`src/swd_pkg.sv`:
```
package swd_pkg;

    localparam int CLK_HZ = 50000000;
    localparam int MS_CYCLES_DEF = CLK_HZ / 1000;
    localparam int RESET_HOLD_US = 1000;
    localparam int RESET_HOLD_CYCLES_DEF = RESET_HOLD_US * (CLK_HZ / 1000000);

    localparam logic [6:0] ADDR_WD_CTRL = 7'h00;
    localparam logic [6:0] ADDR_MODE_CTRL = 7'h01;
    localparam logic [6:0] ADDR_MAIN_STATUS = 7'h03;
    localparam logic [6:0] ADDR_WD_STATUS = 7'h05;

    localparam logic [4:0] FRAME_BITS = 5'h10;
    localparam logic [4:0] ADDR_PHASE_BITS = 5'h08;

    localparam int WMC_LSB = 5;
    localparam int OTW_BIT = 6;
    localparam int NMS_BIT = 5;
    localparam int FNM_BIT = 3;
    localparam int SDM_BIT = 2;

    localparam logic [2:0] MC_SLEEP = 3'h1;
    localparam logic [2:0] MC_STANDBY = 3'h4;
    localparam logic [2:0] MC_NORMAL = 3'h7;

    localparam logic [2:0] WMC_AUTO = 3'h1;
    localparam logic [2:0] WMC_TIMEOUT = 3'h2;
    localparam logic [2:0] WMC_WINDOW = 3'h4;

    localparam logic [3:0] NWP_8 = 4'h8;
    localparam logic [3:0] NWP_16 = 4'h1;
    localparam logic [3:0] NWP_32 = 4'h2;
    localparam logic [3:0] NWP_64 = 4'hB;
    localparam logic [3:0] NWP_128 = 4'h4;
    localparam logic [3:0] NWP_256 = 4'hD;
    localparam logic [3:0] NWP_1024 = 4'hE;
    localparam logic [3:0] NWP_4096 = 4'h7;
    localparam logic [3:0] NWP_RESET = NWP_128;

    localparam logic [4:0] RSS_POWER_ON = 5'h00;
    localparam logic [4:0] RSS_WD_SLEEP = 5'h0C;
    localparam logic [4:0] RSS_WD_EARLY = 5'h0E;
    localparam logic [4:0] RSS_WD_OVERFLOW = 5'h0F;
    localparam logic [4:0] RSS_ILLEGAL_WMC = 5'h10;

    localparam logic [1:0] WDS_OFF = 2'h0;
    localparam logic [1:0] WDS_FIRST = 2'h1;
    localparam logic [1:0] WDS_SECOND = 2'h2;

    typedef enum logic [2:0] {
        CHIP_STANDBY,
        CHIP_NORMAL,
        CHIP_SLEEP,
        CHIP_RESET,
        CHIP_FORCED
    } swd_chip_type;

    typedef enum logic [1:0] {
        WD_OFF,
        WD_TIMEOUT,
        WD_WINDOW
    } swd_wdrun_type;

endpackage

```
`src/swd_watchdog_mode_control.sv`:
```
`timescale 1ns/10ps
`default_nettype none

module swd_watchdog_mode_control #(
    parameter int MS_CYCLES = swd_pkg::MS_CYCLES_DEF,
    parameter int RESET_HOLD_CYCLES = swd_pkg::RESET_HOLD_CYCLES_DEF
) (
    input wire logic clk_sys,
    input wire logic rst,
    input wire logic spiSclk,
    input wire logic spiCsN,
    input wire logic spiMosi,
    output logic spiMiso,
    output logic spiMisoOe,
    input wire logic overtempWarn,
    input wire logic forcedNormalCfg,
    input wire logic swDevCfg,
    input wire logic irqOutNPrimary,
    input wire logic wdogIrqClear,
    input wire logic resetReq,
    input wire logic [4:0] resetReqCode,
    output logic resetOutN,
    output logic wdogIrqFlag,
    output logic spiFailIrq
);

    logic [2:0] sclkSync;
    logic [1:0] csnSync;
    logic [1:0] mosiSync;
    logic [1:0] otwSync;
    logic [1:0] fnmSync;
    logic [1:0] sdmSync;
    logic csnPrev;

    logic [15:0] rxShift;
    logic [7:0] txShift;
    logic [4:0] bitCount;

    swd_pkg::swd_chip_type chip;
    swd_pkg::swd_chip_type nextChip;
    swd_pkg::swd_wdrun_type wdRun;
    swd_pkg::swd_wdrun_type wdRunPrev;
    logic [2:0] wdogModeSel;
    logic [3:0] wdogPeriodSel;
    logic normalEnteredFlag;
    logic [4:0] resetSourceCode;
    logic [15:0] msPrescale;
    logic [12:0] msCount;
    logic [19:0] holdCount;
    logic [1:0] strapWait;

    // Oscillator stand-in: one-millisecond tick from the system clock
    // Illegal codes map to zero, so the decode doubles as validity check
    function automatic logic [12:0] periodMs(input logic [3:0] code);
        unique case (code)
            swd_pkg::NWP_8: periodMs = 13'h0008;
            swd_pkg::NWP_16: periodMs = 13'h0010;
            swd_pkg::NWP_32: periodMs = 13'h0020;
            swd_pkg::NWP_64: periodMs = 13'h0040;
            swd_pkg::NWP_128: periodMs = 13'h0080;
            swd_pkg::NWP_256: periodMs = 13'h0100;
            swd_pkg::NWP_1024: periodMs = 13'h0400;
            swd_pkg::NWP_4096: periodMs = 13'h1000;
            default: periodMs = 13'h0000;
        endcase
    endfunction

    // Link sampling
    wire sclkRise = sclkSync[1] & ~sclkSync[2];
    wire sclkFall = ~sclkSync[1] & sclkSync[2];
    wire csnLow = ~csnSync[1];
    wire csnRise = csnSync[1] & ~csnPrev;
    wire frameDone = csnRise && (bitCount == swd_pkg::FRAME_BITS);
    wire [6:0] rxAddr = rxShift[15:9];
    wire rxReadOnly = rxShift[8];
    wire [7:0] rxData = rxShift[7:0];
    wire [6:0] liveAddr = rxShift[6:0];

    // SPI writes are dropped in Sleep, Reset and forced normal; reads are answered in every mode
    // Limitation: a write landing in Reset or Sleep is lost, not queued
    wire spiOpen = (chip == swd_pkg::CHIP_STANDBY) || (chip == swd_pkg::CHIP_NORMAL);
    wire wrValid = frameDone && !rxReadOnly && spiOpen;

    // Watchdog control write decode
    wire [2:0] newWmc = rxData[swd_pkg::WMC_LSB +: 3];
    wire [3:0] newNwp = rxData[3:0];
    wire wmcOk = (newWmc == swd_pkg::WMC_AUTO) || (newWmc == swd_pkg::WMC_TIMEOUT)
        || (newWmc == swd_pkg::WMC_WINDOW);
    wire nwpOk = periodMs(newNwp) != 13'h0000;
    wire wrWd = wrValid && (rxAddr == swd_pkg::ADDR_WD_CTRL);
    wire wdGood = wrWd && wmcOk && nwpOk;
    wire wdBad = wrWd && !(wmcOk && nwpOk);
    wire illegalWmc = wdGood && (chip == swd_pkg::CHIP_NORMAL) && (newWmc != wdogModeSel);
    wire wdLoad = wdGood && (chip == swd_pkg::CHIP_STANDBY);

    // Operating mode write decode
    wire wrMode = wrValid && (rxAddr == swd_pkg::ADDR_MODE_CTRL);
    wire [2:0] newMc = rxData[2:0];
    wire goSleep = wrMode && (newMc == swd_pkg::MC_SLEEP);
    wire goStandby = wrMode && (newMc == swd_pkg::MC_STANDBY);
    wire goNormal = wrMode && (newMc == swd_pkg::MC_NORMAL);

    // Watchdog timing
    wire [12:0] curPeriod = periodMs(wdogPeriodSel);
    wire [12:0] halfPeriod = {1'b0, curPeriod[12:1]};
    wire msTick = msPrescale == 16'(MS_CYCLES - 1);
    wire firstHalf = msCount < halfPeriod;
    wire wdOverflow = (wdRun != swd_pkg::WD_OFF) && msTick && (msCount == curPeriod - 13'h0001);
    wire toOverflow = wdOverflow && (wdRun == swd_pkg::WD_TIMEOUT);
    wire earlyTrig = wdGood && (wdRun == swd_pkg::WD_WINDOW) && firstHalf;
    wire winOverflow = wdOverflow && (wdRun == swd_pkg::WD_WINDOW);
    wire sleepWake = toOverflow && (chip == swd_pkg::CHIP_SLEEP);
    wire toReset = toOverflow && wdogIrqFlag && !sleepWake;
    wire toFlagSet = toOverflow && !toReset && !sleepWake;
    wire wdRestart = wdGood || wdOverflow || (wdRun != wdRunPrev);

    wire extReset = resetReq && (chip != swd_pkg::CHIP_RESET);
    wire doReset = illegalWmc || earlyTrig || winOverflow || toReset || sleepWake || extReset;
    wire holdDone = holdCount == 20'(RESET_HOLD_CYCLES - 1);
    // Single strobe on entry, so cause and defaults are caught once
    wire enterReset = (nextChip == swd_pkg::CHIP_RESET) && (chip != swd_pkg::CHIP_RESET);

    logic [4:0] resetCause;
    always_comb begin
        if (illegalWmc) begin
            resetCause = swd_pkg::RSS_ILLEGAL_WMC;
        end else if (earlyTrig) begin
            resetCause = swd_pkg::RSS_WD_EARLY;
        end else if (winOverflow || toReset) begin
            resetCause = swd_pkg::RSS_WD_OVERFLOW;
        end else if (sleepWake) begin
            resetCause = swd_pkg::RSS_WD_SLEEP;
        end else begin
            resetCause = resetReqCode;
        end
    end

    // Effective watchdog behaviour per chip mode
    always_comb begin
        wdRun = swd_pkg::WD_OFF;
        unique case (chip)
            swd_pkg::CHIP_NORMAL: begin
                if (wdogModeSel == swd_pkg::WMC_WINDOW) begin
                    wdRun = swd_pkg::WD_WINDOW;
                end else if (wdogModeSel == swd_pkg::WMC_TIMEOUT || !sdmSync[1]) begin
                    wdRun = swd_pkg::WD_TIMEOUT;
                end
            end
            swd_pkg::CHIP_STANDBY: begin
                if (wdogModeSel != swd_pkg::WMC_AUTO) begin
                    wdRun = swd_pkg::WD_TIMEOUT;
                end else if (!sdmSync[1] && !irqOutNPrimary) begin
                    wdRun = swd_pkg::WD_TIMEOUT;
                end
            end
            swd_pkg::CHIP_SLEEP: begin
                if (wdogModeSel != swd_pkg::WMC_AUTO) begin
                    wdRun = swd_pkg::WD_TIMEOUT;
                end
            end
            swd_pkg::CHIP_RESET, swd_pkg::CHIP_FORCED: begin
                wdRun = swd_pkg::WD_OFF;
            end
        endcase
    end

    // Forced normal overrides every request; leaving it lands in Standby
    always_comb begin
        nextChip = chip;
        if (chip == swd_pkg::CHIP_RESET) begin
            if (holdDone) begin
                nextChip = swd_pkg::CHIP_STANDBY;
            end
        end else if (fnmSync[1]) begin
            nextChip = swd_pkg::CHIP_FORCED;
        end else if (chip == swd_pkg::CHIP_FORCED) begin
            nextChip = swd_pkg::CHIP_STANDBY;
        end else if (doReset) begin
            nextChip = swd_pkg::CHIP_RESET;
        end else if (goSleep) begin
            nextChip = swd_pkg::CHIP_SLEEP;
        end else if (goStandby) begin
            nextChip = swd_pkg::CHIP_STANDBY;
        end else if (goNormal) begin
            nextChip = swd_pkg::CHIP_NORMAL;
        end
    end

    // Read data, picked once the address byte is in
    // Forced normal reads back as Normal, the closest legal code
    wire [2:0] mcRead = (chip == swd_pkg::CHIP_NORMAL || chip == swd_pkg::CHIP_FORCED) ? swd_pkg::MC_NORMAL :
        (chip == swd_pkg::CHIP_SLEEP) ? swd_pkg::MC_SLEEP : swd_pkg::MC_STANDBY;
    wire [1:0] wdsRead = (wdRun == swd_pkg::WD_OFF) ? swd_pkg::WDS_OFF :
        (firstHalf ? swd_pkg::WDS_FIRST : swd_pkg::WDS_SECOND);
    wire [7:0] mainStatus = {1'b0, otwSync[1], normalEnteredFlag, resetSourceCode};
    wire [7:0] wdStatus = {4'h0, fnmSync[1], sdmSync[1], wdsRead};
    // Unmapped addresses read as zero
    wire selWdCtrl = liveAddr == swd_pkg::ADDR_WD_CTRL;
    wire selModeCtrl = liveAddr == swd_pkg::ADDR_MODE_CTRL;
    wire selMainStatus = liveAddr == swd_pkg::ADDR_MAIN_STATUS;
    wire selWdStatus = liveAddr == swd_pkg::ADDR_WD_STATUS;
    wire [7:0] readData = selWdCtrl ? {wdogModeSel, 1'b0, wdogPeriodSel} :
        selModeCtrl ? {5'h00, mcRead} :
        selMainStatus ? mainStatus :
        selWdStatus ? wdStatus : 8'h00;

    // Two flops on the SPI, overtemp and strap inputs; third sclk stage only for edges
    always_ff @(posedge clk_sys) begin
        if (rst) begin
            sclkSync <= 3'h0;
            csnSync <= 2'h3;
            csnPrev <= 1'b1;
            mosiSync <= 2'h0;
            otwSync <= 2'h0;
            fnmSync <= 2'h0;
            sdmSync <= 2'h0;
        end else begin
            sclkSync <= {sclkSync[1:0], spiSclk};
            csnSync <= {csnSync[0], spiCsN};
            csnPrev <= csnSync[1];
            mosiSync <= {mosiSync[0], spiMosi};
            otwSync <= {otwSync[0], overtempWarn};
            fnmSync <= {fnmSync[0], forcedNormalCfg};
            sdmSync <= {sdmSync[0], swDevCfg};
        end
    end

    // Frame shifter: MSB first, address, read-only bit, data
    always_ff @(posedge clk_sys) begin
        if (rst || !csnLow) begin
            rxShift <= 16'h0000;
            bitCount <= 5'h00;
        end else if (sclkRise) begin
            rxShift <= {rxShift[14:0], mosiSync[1]};
            bitCount <= (bitCount == 5'h1F) ? bitCount : bitCount + 5'h01;
        end
    end

    always_ff @(posedge clk_sys) begin
        if (rst) begin
            txShift <= 8'h00;
            spiMiso <= 1'b0;
            spiMisoOe <= 1'b0;
        end else begin
            spiMisoOe <= csnLow;
            if (!csnLow) begin
                spiMiso <= 1'b0;
            end else if (sclkRise && bitCount == (swd_pkg::ADDR_PHASE_BITS - 5'h01)) begin
                txShift <= readData;
            end else if (sclkFall && bitCount >= swd_pkg::ADDR_PHASE_BITS) begin
                spiMiso <= txShift[7];
                txShift <= {txShift[6:0], 1'b0};
            end
        end
    end
    // Byte loads at the eighth rise, ahead of the eighth falling edge

    // A bad code drops the whole write, registers untouched
    always_ff @(posedge clk_sys) begin
        if (rst) begin
            spiFailIrq <= 1'b0;
        end else begin
            spiFailIrq <= wdBad;
        end
    end

    // Reset and Sleep both hold the reset pin low
    always_ff @(posedge clk_sys) begin
        if (rst) begin
            chip <= swd_pkg::CHIP_STANDBY;
            holdCount <= 20'h00000;
            resetOutN <= 1'b0;
        end else begin
            chip <= nextChip;
            holdCount <= (chip == swd_pkg::CHIP_RESET && !holdDone) ? holdCount + 20'h00001 : 20'h00000;
            resetOutN <= (nextChip != swd_pkg::CHIP_RESET) && (nextChip != swd_pkg::CHIP_SLEEP);
        end
    end

    // Flag survives watchdog resets; only power-on sets it again
    always_ff @(posedge clk_sys) begin
        if (rst) begin
            normalEnteredFlag <= 1'b1;
            resetSourceCode <= swd_pkg::RSS_POWER_ON;
        end else begin
            if (chip == swd_pkg::CHIP_NORMAL) begin
                normalEnteredFlag <= 1'b0;
            end
            if (enterReset) begin
                resetSourceCode <= resetCause;
            end
        end
    end

    // Sw-dev strap is only trusted once its synchroniser has filled
    always_ff @(posedge clk_sys) begin
        if (rst) begin
            strapWait <= 2'h0;
            wdogModeSel <= swd_pkg::WMC_TIMEOUT;
            wdogPeriodSel <= swd_pkg::NWP_RESET;
        end else begin
            strapWait <= (strapWait == 2'h3) ? strapWait : strapWait + 2'h1;
            if ((strapWait == 2'h2) || enterReset) begin
                wdogModeSel <= sdmSync[1] ? swd_pkg::WMC_AUTO : swd_pkg::WMC_TIMEOUT;
                wdogPeriodSel <= swd_pkg::NWP_RESET;
            end else if (wdLoad) begin
                wdogModeSel <= newWmc;
                wdogPeriodSel <= newNwp;
            end
        end
    end

    // Prescaler restarts with the timer, so a trigger sees a whole period
    always_ff @(posedge clk_sys) begin
        if (rst) begin
            wdRunPrev <= swd_pkg::WD_OFF;
            msPrescale <= 16'h0000;
            msCount <= 13'h0000;
        end else begin
            wdRunPrev <= wdRun;
            if (wdRun == swd_pkg::WD_OFF || wdRestart) begin
                msPrescale <= 16'h0000;
                msCount <= 13'h0000;
            end else if (msTick) begin
                msPrescale <= 16'h0000;
                msCount <= msCount + 13'h0001;
            end else begin
                msPrescale <= msPrescale + 16'h0001;
            end
        end
    end

    // Set wins over a clear arriving in the same cycle
    always_ff @(posedge clk_sys) begin
        if (rst) begin
            wdogIrqFlag <= 1'b0;
        end else if (toFlagSet) begin
            wdogIrqFlag <= 1'b1;
        end else if (wdogIrqClear) begin
            wdogIrqFlag <= 1'b0;
        end
    end

endmodule

`default_nettype wire

```
`config.mk`:
```
export PLATFORM = sky130hd
export DESIGN_NAME = swd_watchdog_mode_control
export DESIGN_NICKNAME = d
export VERILOG_FILES = /design/src/swd_pkg.sv /design/src/swd_watchdog_mode_control.sv
export SDC_FILE = /design/constraint.sdc
export NUM_CORES = 1
export LEC_CHECK = 0
export BUFFER_PORTS_ARGS = -buffer_cell sky130_fd_sc_hd__buf_4
export CAP_MARGIN = 40
export CORE_UTILIZATION = 60
export CTS_CLUSTER_SIZE = 25
export DETAILED_ROUTE_END_ITERATION = 16
export HOLD_SLACK_MARGIN = 0.06
export PLACE_DENSITY = 0.77
export SLEW_MARGIN = 20
export SYNTH_ARGS = -nofsm -noshare
export SYNTH_HDL_FRONTEND = slang
export SYNTH_SLANG_ARGS = --single-unit
export TNS_END_PERCENT = 20
```
`constraint.sdc`:
```
create_clock -name clk_sys -period 3.8 [get_ports clk_sys]
set_clock_uncertainty 0.2 [all_clocks]
set_input_delay 0.19 -clock clk_sys [delete_from_list [all_inputs] [get_ports clk_sys]]
set_output_delay 0.19 -clock clk_sys [all_outputs]
set_load 0.02 [all_outputs]
```
==> impl_metrics.toml <==
[status]
outcome = "finished clean"

[setup_path]
cp_num_buf_inv = 2
reg2reg_depth = 10
worstSetupPathType = "reg2reg"
r2r-end = "wdogIrqFlag"
crit_chain = "inv_1 > ha_1 > nor3b_1 > xnor2_1 > nor4_1 > nor4bb_4 > nand2_1 > or4_1 > a21oi_1 > dlygate4sd3_1"
path_max_fanout = 7
crit_path_start_kind = "flip-flop"
slowest_stage = "dlygate4sd3_1"
r2r_start = "curPeriod[3]"
cp.arrival_ns = 3.72
endpoint_kind = "flip-flop"
reg2reg_slack_ns = 0.36
timing.critical_path.max_delay_family = "simple AND/OR/NAND/NOR gates"
required_ns = 4.08
slowest_delay_ns = 0.55

[synth]
postSynthAreaPerCell_um2 = 8.44
ys_ff_latch = 133
async_flop_share_pct = 0
syn-instance-count = 773
synth.largest_area_cell = "dfxtp_1"
syn_area_um2 = 6530
synth.distinct_cells = 76
synth_seq_area_share_pct = 40.8
ys_top_cells_by_area = "dfxtp_1 (41%), nor2_1 (6.4%), nand2_1 (5.2%), xor2_1 (4.6%), xnor2_1 (3.9%)"
syn-num-nets = 805
synth-edff-count = 0
ys.flop_type = "dfxtp_1"
synth_top_area_share_pct = 40.8
synth-warning-count = 0

[placed_design]
hpwl_um = 10200
pre_cts_ws_ns = 0.905
io_buffers = 20
place_area_um2 = 6710
place_congestion = 0.902

[run]
cap_violations = 0

[worst_hold_path]
worstHoldStart = "irqOutNPrimary"
whs_endpoint = "wdRunPrev[0]"
whs_path_depth = 5
hp-class = "in2reg"

[route]
num_vias = 5603
wirelength_um = 14900
first_iter_violations = 439
drc = 0
ant_nets = 0
wl_per_cell_um = 15.6
dr.pass1.iters = 5
vias_per_cell = 5.87

[grt]
grt_max_degree = 47
grt.total_usage_pct = 28.3
grt_pass1_wl_um = 25100
overflow = 0
antenna_found_initial = 0
grt_pass1_vias = 5541

[timing]
timing.final.crit_share_pct = 90.6
setup_viol = 0
rsz0062_at_grt = "false"
finalCriticalPeriod_ns = 3.44
slew_viol_final = 0
worst_slack_ns = 0.359
fin_tns_setup_ns = 0
hold_viol = 0
slew_headroom_pct = 45.9
whs_ns = 0.185
tightest_slew_ns = 0.804
fmax_mhz = 291

[floorplan]
die_area_um2 = 11300
coreArea_um2 = 10400
die_w_um = 106
start_util_pct = 62.7
rows = 37
io_pins = 21
dieHeight_um = 106

[clock_network]
clkTransAtPathRegs_ns = 0.06
root_buffer = "clkbuf_8"
htreeDepth = 4
cts_setup_buffers = 0
clockBufferDepth = 2
cts_sinks = 133
clk_latency_ns = 0.54
tritoncts = "done"
cts_buffers = 17

[layout]
final_nets = 838
final_cell_area_um2 = 7590
diodes = 0
final_common_cell = "dfxtp_1"
drive_gt1_share_pct = 10.6
most-common-layout-cells = "dfxtp_1 (133), nor2_1 (111), nand2_1 (91), a21oi_1 (42), xor2_1 (34)"
fillers = 764
area_growth_pct = 16.3

[power]
vdd_drop_max_mv = 0.613
power_density_nw_per_um2 = 440
p_leak_nw = 2.83
## cell families (layout without fill, tap and decap cells)
family / after synthesis / count (layout) / share of synthesized area, %
AND/OR/NAND/NOR: 373 / 373 / 29.8
flip-flops: 133 / 133 / 40.8
AO/OA/AOI/OAI: 122 / 122 / 12.9
XOR/XNOR: 63 / 63 / 8.45
buffers and inverters: 58 / 103 / 3.80
adder cells (fa/ha/maj): 16 / 16 / 3.07
multiplexers: 8 / 8 / 1.25
## where the power goes
group / switching (mW) / leakage, nW / internal [mW]
logic: 0.0958 / 1.45 / 0.0789
clock network: 0.610 / 0.303 / 1.12
registers: 0.0229 / 1.08 / 1.42
## how the worst max path moves through the flow
stage | from | to | slack (ns) | cells past startpoint
final | curPeriod[3] | wdogIrqFlag | 0.36 | 10
after global routing | curPeriod[3] | wdogIrqFlag | 0.19 | 10
after CTS | curPeriod[3] | wdogIrqFlag | 0.37 | 10
after detailed placement | chip[1] | curPeriod[10] | 0.91 | 8
after global placement | curPeriod[8] | curPeriod[10] | 0.97 | 10
after floorplan | curPeriod[7] | wdogPeriodSel[3] | 0.97 | 10
## sequential cells by signal, summed over array words and instances, names as in the netlist, 3 cells and up, named ones only
signal           count
rxShift             16
chip                 3
holdCount           20
msCount             13
sclkSync             3
resetSourceCode      5
curPeriod            8
txShift              8
bitCount             5
wdogPeriodSel        4
wdogModeSel          3
msPrescale          16
## layer usage
metal | global-route usage, % | vias to the layer above | routed length, µm
met4 | 12.9 | 0 | 359
met1 | 33.6 | 2653 | 6590
li1 | - | 2753 | -
met2 | 47.9 | 164 | 7280
met5 | 0 | - | 0
met3 | 7.30 | 33 | 697
## metrics by stage
stage          utilization, %  std cells  power [mW]
4_1_cts                  72.9        954        3.36
2_1_floorplan               -        773        1.58
6_report                 72.9        954        3.34
3_5_place_dp             64.4        898        1.62
5_1_grt                  72.9        954        3.45
3_3_place_gp             64.4        898        1.61
## repair_timing
action / CTS / global route
endpoints found under the hold margin: 39 / 0
hold buffers: 25 / 0
resized for setup: 0 / 0
## worst min-delay path, stage by stage
cell and delay [ns]:
buf_4 0.09, or3_1 0.10, a311oi_2 0.13, nor2_1 0.29, nor2_1 0.06
## Yosys cell counts, drive strengths merged, types with 9 or more instances
cell type  instances
dfxtp            133
nor2             111
nand2             93
a21oi             42
xor2              34
xnor2             29
inv               24
nand3             21
nor3              21
nor2b             20
and3              18
clkbuf            18
o21ai             17
buf               16
ha                16
nand4             15
nor4              14
nand2b            11
a211oi             9
## area by class of cell
type / count / area [µm²] / share of cell area, %
clock buffers: 20 / 455 / 6.00
clock inverters: 11 / 175 / 2.31
inverters: 24 / 90.1 / 1.19
multi-input cells: 582 / 3620 / 47.6
flip-flops and latches: 133 / 2660 / 35.1
well taps: 136 / 170 / 2.24
repair buffers: 48 / 423 / 5.57
Power figures use the tool's default switching activity.
